[config.mk]
export PLATFORM = sky130hd
export DESIGN_NAME = rtc_core
export DESIGN_NICKNAME = d
export VERILOG_FILES = /design/src/common/rtc_pkg.sv /design/src/design/rtc_core.sv
export VERILOG_INCLUDE_DIRS = /design/src /design/src/common
export SDC_FILE = /design/constraint.sdc
export NUM_CORES = 2
export LEC_CHECK = 0
export BUFFER_PORTS_ARGS = -buffer_cell sky130_fd_sc_hd__buf_2
export CAP_MARGIN = 20
export CORE_UTILIZATION = 40
export DETAILED_ROUTE_END_ITERATION = 16
export PLACE_DENSITY = 0.53
export SETUP_SLACK_MARGIN = 0.05
export SYNTH_ARGS = -nofsm -noshare
export SYNTH_HDL_FRONTEND = slang
export SYNTH_SLANG_ARGS = --single-unit
[constraint.sdc]
create_clock -name i_clk -period 42.6 [get_ports i_clk]
set_input_delay 6.39 -clock i_clk [delete_from_list [all_inputs] [get_ports i_clk]]
set_output_delay 6.39 -clock i_clk [all_outputs]
set_load 0.03 [all_outputs]
[src/common/rtc_consts.svh]
// Offsets, bit positions, reset values and timing counts of the clock core
// How it works
// - Time advances once per second in update
// - Frozen user copy; internal copy keeps counting
// - Pending bit leads update unless frozen; done flag ends
// - Format bits pick BCD/binary and 12/24h
// - Crystal divider chain makes one second
// - Thirteen taps into one sixteen-way selector
// - Rate code picks tap; zero means none
// - Square wave toggles only when enabled
// - Code 011 with fast enable: raw crystal
// - Raw crystal leaves periodic rate unchanged
// - Events always flag; request needs enable
// - Request flag set with every request
// - Flag read clears flags, releases request
// - Periodic request at selected rate
// - Alarm compare each update, sets match
// - Top bits both one: byte ignored
// - Alarm works independent of host bus
// - Update request needs enable and unfrozen
// - Hour byte bit 7 marks PM in 12-hour mode
// - Fourteen control bytes, then storage bytes
// - Square wave low when disabled
// - Request pin low while enabled flag set
`ifndef RTC_CONSTS_SVH
`define RTC_CONSTS_SVH
// Register offsets
`define RTC_OFS_SEC 7'h00
`define RTC_OFS_HOUR 7'h04
`define RTC_OFS_YEAR 7'h09
`define RTC_OFS_A 7'h0A
`define RTC_OFS_B 7'h0B
`define RTC_OFS_C 7'h0C
`define RTC_OFS_D 7'h0D
`define RTC_OFS_RAM 7'h0E
// Control bits
`define RTC_B_FREEZE 7
`define RTC_B_PER_IE 6
`define RTC_B_ALM_IE 5
`define RTC_B_UPD_IE 4
`define RTC_B_WAVE_EN 3
`define RTC_B_BIN 2
`define RTC_B_H24 1
`define RTC_C_K32 0
`define RTC_OS_RUN 2'h1
`define RTC_OS_FAST 3'h3
`define RTC_DONT_CARE 2'h3
`define RTC_D_VALUE 8'h80
// Reset values
`define RTC_RST_A 7'h26
`define RTC_RST_ONE 8'h01
// Divider and lead time in crystal ticks
`define RTC_XTAL_HZ 32768
`define RTC_LEAD_US 244
`define RTC_LEAD_TICKS ((`RTC_LEAD_US * `RTC_XTAL_HZ + 999999) / 1000000)
`define RTC_DIV_MAX 15'h7FFF
`define RTC_DIV_HALF 15'h4000
`define RTC_PEND_START (`RTC_DIV_MAX - 15'(`RTC_LEAD_TICKS) + 15'h0001)
`endif

[src/common/rtc_pkg.sv]
// Types shared by the clock core
package rtc_pkg;
  // Sampled host bus pins
  typedef struct packed {
    logic cs_n; // Chip select, low active
    logic as; // Address strobe, falling edge latches
    logic rd_n; // Read strobe, low active
    logic wr_n; // Write strobe, rising edge latches
    logic [7:0] ad; // Address/data lines
  } rtc_bus_s;
  // Whole state of the core
  typedef struct packed {
    logic [9:0][7:0] user; // Host-visible time and alarm bytes
    logic [9:0][7:0] intern; // Internal counting copy
    logic [113:0][7:0] ram; // General storage
    logic [6:0] reg_a; // Divider control and rate code
    logic [7:0] reg_b; // Enables and formats
    logic pf; // Periodic flag
    logic alarm_match_flag; // Alarm match flag
    logic update_done_flag; // Update done flag
    logic irqf; // Request flag
    logic k32; // Fast clock out enable
    logic update_pending; // Update pending
    logic [14:0] div; // Crystal divider
    logic tap_q; // Last selector output
    logic osc_q; // Last crystal level
    logic [6:0] addr; // Latched address
    rtc_bus_s bus_q; // Last bus sample
    logic [7:0] ad_out; // Read data
    logic ad_oe_n; // Data drive enable, low drives
    logic int_out; // Request pin level when driven
    logic int_oe_n; // Request drive enable, low drives
    logic square_wave_out; // Square wave output
  } rtc_state_s;
endpackage

[src/design/rtc_core.sv]
// Clock, calendar, alarm, divider and flag logic behind the host bus
`timescale 1ns/100ps
`default_nettype none
`include "rtc_consts.svh"
module rtc_core (
  input wire logic i_clk, // 100 MHz clock
  input wire logic i_reset, // Async reset, high
  input wire rtc_pkg::rtc_bus_s i_bus, // Host bus pins
  input wire logic i_osc, // Crystal level
  output var logic [7:0] o_ad, // Data out
  output var logic o_ad_oe_n, // Data drive enable, low drives
  output var logic o_int, // Request level, always low
  output var logic o_int_oe_n, // Request drive, low asserts
  output var logic o_square_wave_out // Square wave
);

  ////////////////////////////////////////////////////////////////////////////
  // Format helpers

  // Byte to binary value
  function automatic logic [7:0] to_bin(input logic [7:0] v, input logic bin);
    return bin ? v : 8'({4'h0, v[7:4]} * 8'd10 + {4'h0, v[3:0]});
  endfunction

  // Binary value to byte
  function automatic logic [7:0] from_bin(input logic [7:0] v, input logic bin);
    return bin ? v : {4'(v / 8'd10), 4'(v % 8'd10)};
  endfunction

  // Days in a month, two-digit leap years
  function automatic logic [7:0] month_days(input logic [7:0] mo, input logic [7:0] yr);
    case (mo)
      8'h02: return (yr[1:0] == 2'h0) ? 8'd29 : 8'd28;
      8'h04, 8'h06, 8'h09, 8'h0B: return 8'd30;
      default: return 8'd31;
    endcase
  endfunction

  ////////////////////////////////////////////////////////////////////////////
  // State

  rtc_pkg::rtc_state_s s; // Current state
  rtc_pkg::rtc_state_s next_s; // Next state
  logic [15:0] mux_in; // Selector inputs
  logic mux_out; // Selected tap
  logic tick; // Crystal rising edge
  logic run; // Divider enabled
  logic upd; // Update cycle this cycle
  logic fmt_bin; // Binary format
  logic fmt_24; // 24-hour format
  logic [7:0] sec; // Binary seconds
  logic [7:0] mins; // Binary minutes
  logic [7:0] hb; // Raw binary hour
  logic [7:0] hr; // Hour 0..23
  logic [7:0] hm; // Hour modulo 12
  logic [7:0] h12; // Hour 1..12
  logic [7:0] hbyte; // Encoded hour
  logic [7:0] wd; // Weekday
  logic [7:0] dt; // Date
  logic [7:0] mo; // Month
  logic [7:0] yr; // Year
  logic [2:0] hit; // Alarm byte matches
  logic rd_end; // End of read strobe
  logic wr_end; // End of write strobe
  logic [7:0] rdata; // Read mux
  logic [6:0] ram_ix; // Storage index
  logic irq; // Request condition

  ////////////////////////////////////////////////////////////////////////////
  // Divider tap selector

  // Sixteen inputs from thirteen taps; code 0 is silent
  genvar g;
  for (g = 0; g < 16; g++) begin : g_tap
    if (g == 0) begin : g_none
      assign mux_in[g] = 1'b0;
    end else if (g < 3) begin : g_low
      assign mux_in[g] = s.div[g + 5];
    end else begin : g_high
      assign mux_in[g] = s.div[g - 2];
    end
  end
  assign mux_out = mux_in[s.reg_a[3:0]];

  ////////////////////////////////////////////////////////////////////////////
  // Next state

  // All behaviour in one pass
  always_comb begin
    next_s = s;
    fmt_bin = s.reg_b[`RTC_B_BIN];
    fmt_24 = s.reg_b[`RTC_B_H24];
    tick = i_osc & ~s.osc_q;
    next_s.osc_q = i_osc;
    run = (s.reg_a[6:5] == `RTC_OS_RUN); // Patterns 010 and 011
    upd = run & tick & (s.div == `RTC_DIV_MAX);
    sec = 8'h00;
    mins = 8'h00;
    hb = 8'h00;
    hr = 8'h00;
    hm = 8'h00;
    h12 = 8'h00;
    hbyte = 8'h00;
    wd = 8'h00;
    dt = 8'h00;
    mo = 8'h00;
    yr = 8'h00;
    hit = 3'h0;
    // Divider: held half way when off so first update is 500 ms later
    if (!run) begin
      next_s.div = `RTC_DIV_HALF;
    end else if (tick) begin
      next_s.div = s.div + 15'h0001;
    end
    // Update cycle on divider wrap
    if (upd) begin
      sec = to_bin(s.intern[0], fmt_bin);
      mins = to_bin(s.intern[2], fmt_bin);
      hb = to_bin({1'b0, s.intern[4][6:0]}, fmt_bin);
      // Hour into 0..23, bit 7 is PM in 12-hour mode
      if (fmt_24) begin
        hr = hb;
      end else begin
        hr = ((hb == 8'd12) ? 8'd0 : hb) + (s.intern[4][7] ? 8'd12 : 8'd0);
      end
      wd = to_bin(s.intern[6], fmt_bin);
      dt = to_bin(s.intern[7], fmt_bin);
      mo = to_bin(s.intern[8], fmt_bin);
      yr = to_bin(s.intern[9], fmt_bin);
      sec = sec + 8'd1;
      // Carry chain through the calendar
      if (sec >= 8'd60) begin
        sec = 8'd0;
        mins = mins + 8'd1;
        if (mins >= 8'd60) begin
          mins = 8'd0;
          hr = hr + 8'd1;
          if (hr >= 8'd24) begin
            hr = 8'd0;
            wd = (wd >= 8'd7) ? 8'd1 : wd + 8'd1;
            dt = dt + 8'd1;
            if (dt > month_days(mo, yr)) begin
              dt = 8'd1;
              mo = mo + 8'd1;
              if (mo > 8'd12) begin
                mo = 8'd1;
                yr = (yr >= 8'd99) ? 8'd0 : yr + 8'd1;
              end
            end
          end
        end
      end
      // Hour back to the chosen coding
      hm = (hr >= 8'd12) ? hr - 8'd12 : hr;
      h12 = (hm == 8'd0) ? 8'd12 : hm;
      if (fmt_24) begin
        hbyte = from_bin(hr, fmt_bin);
      end else begin
        hbyte = from_bin(h12, fmt_bin);
        hbyte[7] = (hr >= 8'd12);
      end
      next_s.intern[0] = from_bin(sec, fmt_bin);
      next_s.intern[2] = from_bin(mins, fmt_bin);
      next_s.intern[4] = hbyte;
      next_s.intern[6] = from_bin(wd, fmt_bin);
      next_s.intern[7] = from_bin(dt, fmt_bin);
      next_s.intern[8] = from_bin(mo, fmt_bin);
      next_s.intern[9] = from_bin(yr, fmt_bin);
      // Alarm compare; needs no bus activity so it runs on backup too
      for (int i = 0; i < 3; i++) begin
        hit[i] = (s.user[2 * i + 1][7:6] == `RTC_DONT_CARE)
          | (s.user[2 * i + 1] == next_s.intern[2 * i]);
      end
    end
    // Host copy follows the internal one unless frozen
    if (!s.reg_b[`RTC_B_FREEZE]) begin
      for (int i = 0; i < 10; i++) begin
        if (i != 1 && i != 3 && i != 5) begin
          next_s.user[i] = next_s.intern[i];
        end
      end
    end
    // Bus: address latch on strobe fall
    if (s.bus_q.as & ~i_bus.as) begin
      next_s.addr = i_bus.ad[6:0];
    end
    next_s.bus_q = i_bus;
    rd_end = ~s.bus_q.cs_n & ~s.bus_q.rd_n & i_bus.rd_n;
    wr_end = ~s.bus_q.cs_n & ~s.bus_q.wr_n & i_bus.wr_n;
    ram_ix = 7'(s.addr - `RTC_OFS_RAM);
    // Read data by address
    if (s.addr <= `RTC_OFS_YEAR) begin
      rdata = s.user[4'(s.addr)];
    end else if (s.addr == `RTC_OFS_A) begin
      rdata = {s.update_pending, s.reg_a};
    end else if (s.addr == `RTC_OFS_B) begin
      rdata = s.reg_b;
    end else if (s.addr == `RTC_OFS_C) begin
      rdata = {s.irqf, s.pf, s.alarm_match_flag, s.update_done_flag, 3'h0, s.k32};
    end else if (s.addr == `RTC_OFS_D) begin
      rdata = `RTC_D_VALUE;
    end else begin
      rdata = s.ram[ram_ix];
    end
    // Drive data while selected and read strobe low
    next_s.ad_oe_n = ~(~i_bus.cs_n & ~i_bus.rd_n);
    next_s.ad_out = rdata;
    // Write on rising edge of write strobe
    if (wr_end) begin
      if (s.addr <= `RTC_OFS_YEAR) begin
        next_s.user[4'(s.addr)] = s.bus_q.ad;
        next_s.intern[4'(s.addr)] = s.bus_q.ad;
      end else if (s.addr == `RTC_OFS_A) begin
        next_s.reg_a = s.bus_q.ad[6:0];
      end else if (s.addr == `RTC_OFS_B) begin
        next_s.reg_b = s.bus_q.ad;
      end else if (s.addr == `RTC_OFS_C) begin
        // Writable only under pattern 011
        if (s.reg_a[6:4] == `RTC_OS_FAST) begin
          next_s.k32 = s.bus_q.ad[`RTC_C_K32];
        end
      end else if (s.addr >= `RTC_OFS_RAM) begin
        next_s.ram[ram_ix] = s.bus_q.ad;
      end
    end
    // Flag register read clears all flags first
    if (rd_end && s.addr == `RTC_OFS_C) begin
      next_s.pf = 1'b0;
      next_s.alarm_match_flag = 1'b0;
      next_s.update_done_flag = 1'b0;
      next_s.irqf = 1'b0;
    end
    // Events set afterwards so they win over the clear
    next_s.tap_q = mux_out;
    if (s.tap_q & ~mux_out) begin
      next_s.pf = 1'b1;
    end
    if (upd && (&hit)) begin
      next_s.alarm_match_flag = 1'b1;
    end
    if (upd) begin
      next_s.update_done_flag = 1'b1;
    end
    // Pending bit before the wrap, off while frozen
    next_s.update_pending = run & ~next_s.reg_b[`RTC_B_FREEZE]
      & (next_s.div >= `RTC_PEND_START);
    // Request from enabled flags
    irq = (next_s.pf & next_s.reg_b[`RTC_B_PER_IE])
      | (next_s.alarm_match_flag & next_s.reg_b[`RTC_B_ALM_IE])
      | (next_s.update_done_flag & next_s.reg_b[`RTC_B_UPD_IE]
      & ~next_s.reg_b[`RTC_B_FREEZE]);
    next_s.irqf = next_s.irqf | irq;
    next_s.int_oe_n = ~irq;
    next_s.int_out = 1'b0;
    // Square wave: raw crystal, selected tap, or held low
    if (!s.reg_b[`RTC_B_WAVE_EN]) begin
      next_s.square_wave_out = 1'b0;
    end else if (s.reg_a[6:4] == `RTC_OS_FAST && s.k32) begin
      next_s.square_wave_out = i_osc;
    end else begin
      next_s.square_wave_out = mux_out;
    end
  end

  ////////////////////////////////////////////////////////////////////////////
  // Registers

  // State flops with constant reset values
  always_ff @(posedge i_clk or posedge i_reset) begin
    if (i_reset) begin
      s <= '0;
      s.user[6] <= `RTC_RST_ONE;
      s.user[7] <= `RTC_RST_ONE;
      s.user[8] <= `RTC_RST_ONE;
      s.intern[6] <= `RTC_RST_ONE;
      s.intern[7] <= `RTC_RST_ONE;
      s.intern[8] <= `RTC_RST_ONE;
      s.reg_a <= `RTC_RST_A;
      s.div <= `RTC_DIV_HALF;
      s.bus_q <= '1;
      s.ad_oe_n <= 1'b1;
      s.int_oe_n <= 1'b1;
    end else begin
      s <= next_s;
    end
  end

  // Outputs straight from flops
  assign o_ad = s.ad_out;
  assign o_ad_oe_n = s.ad_oe_n;
  assign o_int = s.int_out;
  assign o_int_oe_n = s.int_oe_n;
  assign o_square_wave_out = s.square_wave_out;

endmodule // rtc_core
`default_nettype wire

==> results.md <==
- For the final routed database, the setup TNS stands at 0 ns.
- The final layout contains routed wiring with a total length of ~170 mm.
- The critical path startpoint category is a register.
- The starting density of the core is between 40% and 50%.
- The via count of the first global-routing pass came to about 43000.
- Global routing used between 20 and 25% of the available tracks across all layers.
- The number of port buffers is 25.
- Sequential cells burn 37.1% of the power.
- Cell internal power was estimated by the tool at 2130 uW.
- The run finished with clean final reports.
- The number of levels the H-tree was split into is 3.
- Derived from the worst setup path, the maximum achievable clock frequency is roughly 0.086 GHz.
- STA classifies the critical path endpoint as a register.
- The part of the power in the clock network is 34.6%.
- The final critical-path required period is between 10 and 15 ns.
- For this run, design rule violations remaining after detail routing come to 0.
- The detail-routed net length per standard cell is ~24 um.
- The largest fanout on the critical path is 50.
- For the pin with the worst max-slew slack, the measured transition is between 1 and 1.5 ns.
- The cell that appears most often on the critical path is sky130_fd_sc_hd__ha_1.
- The switching component of the power is about 1100 uW.
- The cell with the largest stage delay on the worst path is sky130_fd_sc_hd__o41ai_4.
- In the post-synthesis netlist, the cell with the most instances is sky130_fd_sc_hd__dfrtp_1.
- The sink count of the clock tree is 1116.
- The worst-case setup slack after placement is roughly 31 ns.
- The violation count after the first detailed-routing iteration is between 3000 and 4000.
- The Yosys step of the flow raised 0 warnings.
- Averaged over all synthesized cells, the footprint is roughly 12 um2.
- Counting flops and latches in the post-synthesis netlist gives between 1000 and 1500.
- The initial antenna violation count is 1.
- Of the total power, combinational logic draws between 20% and 30%.
- The number of nets handed over by synthesis was about 5300.
- The setup slack of the critical path after layout is 31.03 ns.
- Headroom to the max-slew limit came out at between 20% and 30%.
- The number of nets with antenna violations after routing is 0.
- Counting the buffers created by CTS gives ~120.
- In this run the cell area measured after placement is ~64000 um2.
- Across all hold checks on the routed design, the worst slack comes to roughly 0.48 ns.
- Data on the critical path arrives at its endpoint at 12.18 ns.
- Counting distinct cell types in the post-synthesis netlist gives ~140.
- The most common flop cell mapped by yosys is sky130_fd_sc_hd__dfrtp_1.
- The number of enable-type register cells in the synthesized netlist is 0.
- The die area is 156000 um2.
- After floorplanning, the core was sized to cover around 150000 um2.
- The first global-routing pass estimated about 270 mm of wire.
- The path type of the worst setup path is reg -> reg.
- Clock latency on the worst-skew pair, taken at its later pin, is 0.76 ns.
- The pre-antenna-repair detailed-routing pass consisted of 6 iterations.
- In this run the vertical extent of the chip is about 400 um.
- The TritonCTS clock tree is built.
- The final net count is 5158.
- The cell area that synthesis handed to floorplanning was roughly 60000 um2.
- Setup violations remaining at the end of the flow were counted as 0.
- The static leakage is approximately 0.031 uW.
- The number of maximum-capacitance violations is 0.
- For the final database, setup skew stands at slightly below 0.04 ns.
- The total power per unit cell area is 46.9 nW/um2.
- After synthesis, the most frequently instantiated cells are sky130_fd_sc_hd__dfrtp_1 (1092), sky130_fd_sc_hd__mux2_2 (884), sky130_fd_sc_hd__nand2_1 (512).
- The library cell used as clock root buffer is sky130_fd_sc_hd__clkbuf_16.
- The leftover overflow at the end of global routing is 0.
- By area the synthesized netlist is led by sky130_fd_sc_hd__dfrtp_1 (44%), sky130_fd_sc_hd__mux2_2 (16%), sky130_fd_sc_hd__mux4_2 (11%), sky130_fd_sc_hd__nand2_1 (3.1%), sky130_fd_sc_hd__o21ai_0 (2.3%).
- Net switching is around 33% of the power.
- For this run, asynchronously set or reset flops after synthesis account for between 90% and 100%.
- For this run, the share of the core covered by cells in the final layout is between 40 and 50%.
- The number of hold-slack violations in the final timing report is 0.
- The share of the clock period used by the worst path is 27.2%.
- The final count of pins violating max slew is 0.
- In this run, post-CTS repair resized a total of 0 instances.
- Setup repair after global routing left no endpoint under its margin.
- After routing the design area is roughly 68000 um2.
- From synthesis to final layout, the design area changed by 9.93%.
- The biggest area contributor in the post-synthesis netlist is sky130_fd_sc_hd__dfrtp_1.
- The congestion estimate from routability-driven global placement came to 0.857.
- The placement row count is approximately 140.
- The proportion of layout cells with a drive suffix above 1 is roughly 32%.
- The buffer levels on the longest clock path is 3.
- The register clock-pin slew on the reported worst setup and hold paths is 0.06 ns.
- The total via count after detailed routing is 42500.
- Dividing the detail-routed via count by the number of cells gives ~5.9.
- The required time of the worst setup path is 43.21 ns.
- Once the clock tree was built, the setup fixing pass inserted 0 buffers.
- The worst-case IR drop observed on VDD is roughly 0.047 mV.
- The maximum number of pins on one net before global-route repair is ~130.
- From left edge to right edge, the die measures approximately 400 um.
- The number of antenna cells inserted is 0.
- The share of synthesized area in the top cell type comes to 44.2%.
- The startpoint identified for the worst register-to-register timing path is fmt_bin$_DFFE_PP0P_.
- The biggest cell delay along the critical path is slightly below 0.9 ns.
- The path class of the tightest hold or removal check is reg -> reg.
- The number of hold buffers added after CTS was 0.
- In this run the worst setup path begins at fmt_bin$_DFFE_PP0P_.
- During I/O placement, the number of pins put on the boundary was 27.
- The synthesized instance count is roughly 5000.
- The post-detailed-placement half-perimeter wirelength is about 110 mm.
- The sequential share of the synthesized area is 45.2%.
[power by group through the flow]
stage               combinational (uW)  sequential, uW  clock, uW
floorplan                          691            1180          0
global placement                   893            1200          0
detailed placement                 898            1200          0
CTS                                901            1180       1130
global route                       994            1190       1170
finish                             904            1180       1100
[final timing paths]
kind	endpoint	slack [ns]	depth (start not counted)
worst max-delay path	s[50]$_DFF_PP0_	31.03	40
worst min-delay path	register	0.48	2
worst max register to register	s[50]$_DFF_PP0_	31.03	40
worst min register to register	register	0.48	2
max in group asynchronous	async pin	32.75	6
min in group asynchronous	async pin	5.79	2
[critical path, delay by kind of cell, from the launching register on]
family	cells	cell delay, ns
multiplexers	1	0.45
XOR/XNOR	1	0.22
flip-flops	1	0.77
AO/OA/AOI/OAI	13	3.65
adder cells (fa/ha/maj)	6	1.98
buffers and inverters	3	0.81
AND/OR/NAND/NOR	16	3.49
[per-layer routing]
metal	part of all wire, %	GRT usage [%]	routed length (um)	vias up
li1	-	-	-	19100
met1	48	33.4	84200	22300
met2	45	34.3	79000	895
met3	4.4	3.51	7700	233
met4	2.2	5.35	3800	2
met5	0.011	0	20	-
[per-stage QoR]
step / power (uW) / cells
CTS: 3210 / 7170
detailed placement: 2100 / 6948
global route: 3360 / 7170
floorplan: 1870 / 5153
global placement: 2090 / 6947
finish: 3190 / 7170
[cell usage in the layout, fill, tap and decap left out, drive strengths merged, types with 73 or more instances in the layout]
master	n
mux2i	73
buf	102
nand2	512
mux2	884
dfrtp	1092
o21ai	310
ha	91
a21oi	178
clkbuf	176
nor2	293
nand3	94
mux4	300
[cells by family (layout without fill, tap and decap cells)]
| logic type | count (synthesis) | count (layout) | synth area share [%] |
|---|---|---|---|
| multiplexers | 1257 | 1257 | 28.2 |
| AND/OR/NAND/NOR | 1198 | 1198 | 8.92 |
| flip-flops | 1116 | 1116 | 45.2 |
| AO/OA/AOI/OAI | 976 | 976 | 11.2 |
| buffers and inverters | 398 | 385 | 2.71 |
| adder cells (fa/ha/maj) | 108 | 108 | 2.34 |
| XOR/XNOR | 99 | 99 | 1.43 |
| other | 1 | 1 | 0.00607 |
[cell type report]
type	count	area, um2
timing repair buffer	102	713
multi-input combinational	3639	32300
inverter	61	239
sequential	1116	28000
clock inverter	46	728
fill	14100	84700
tap	2030	2540
clock buffer	176	3460
(Power assumes the default switching activity.)
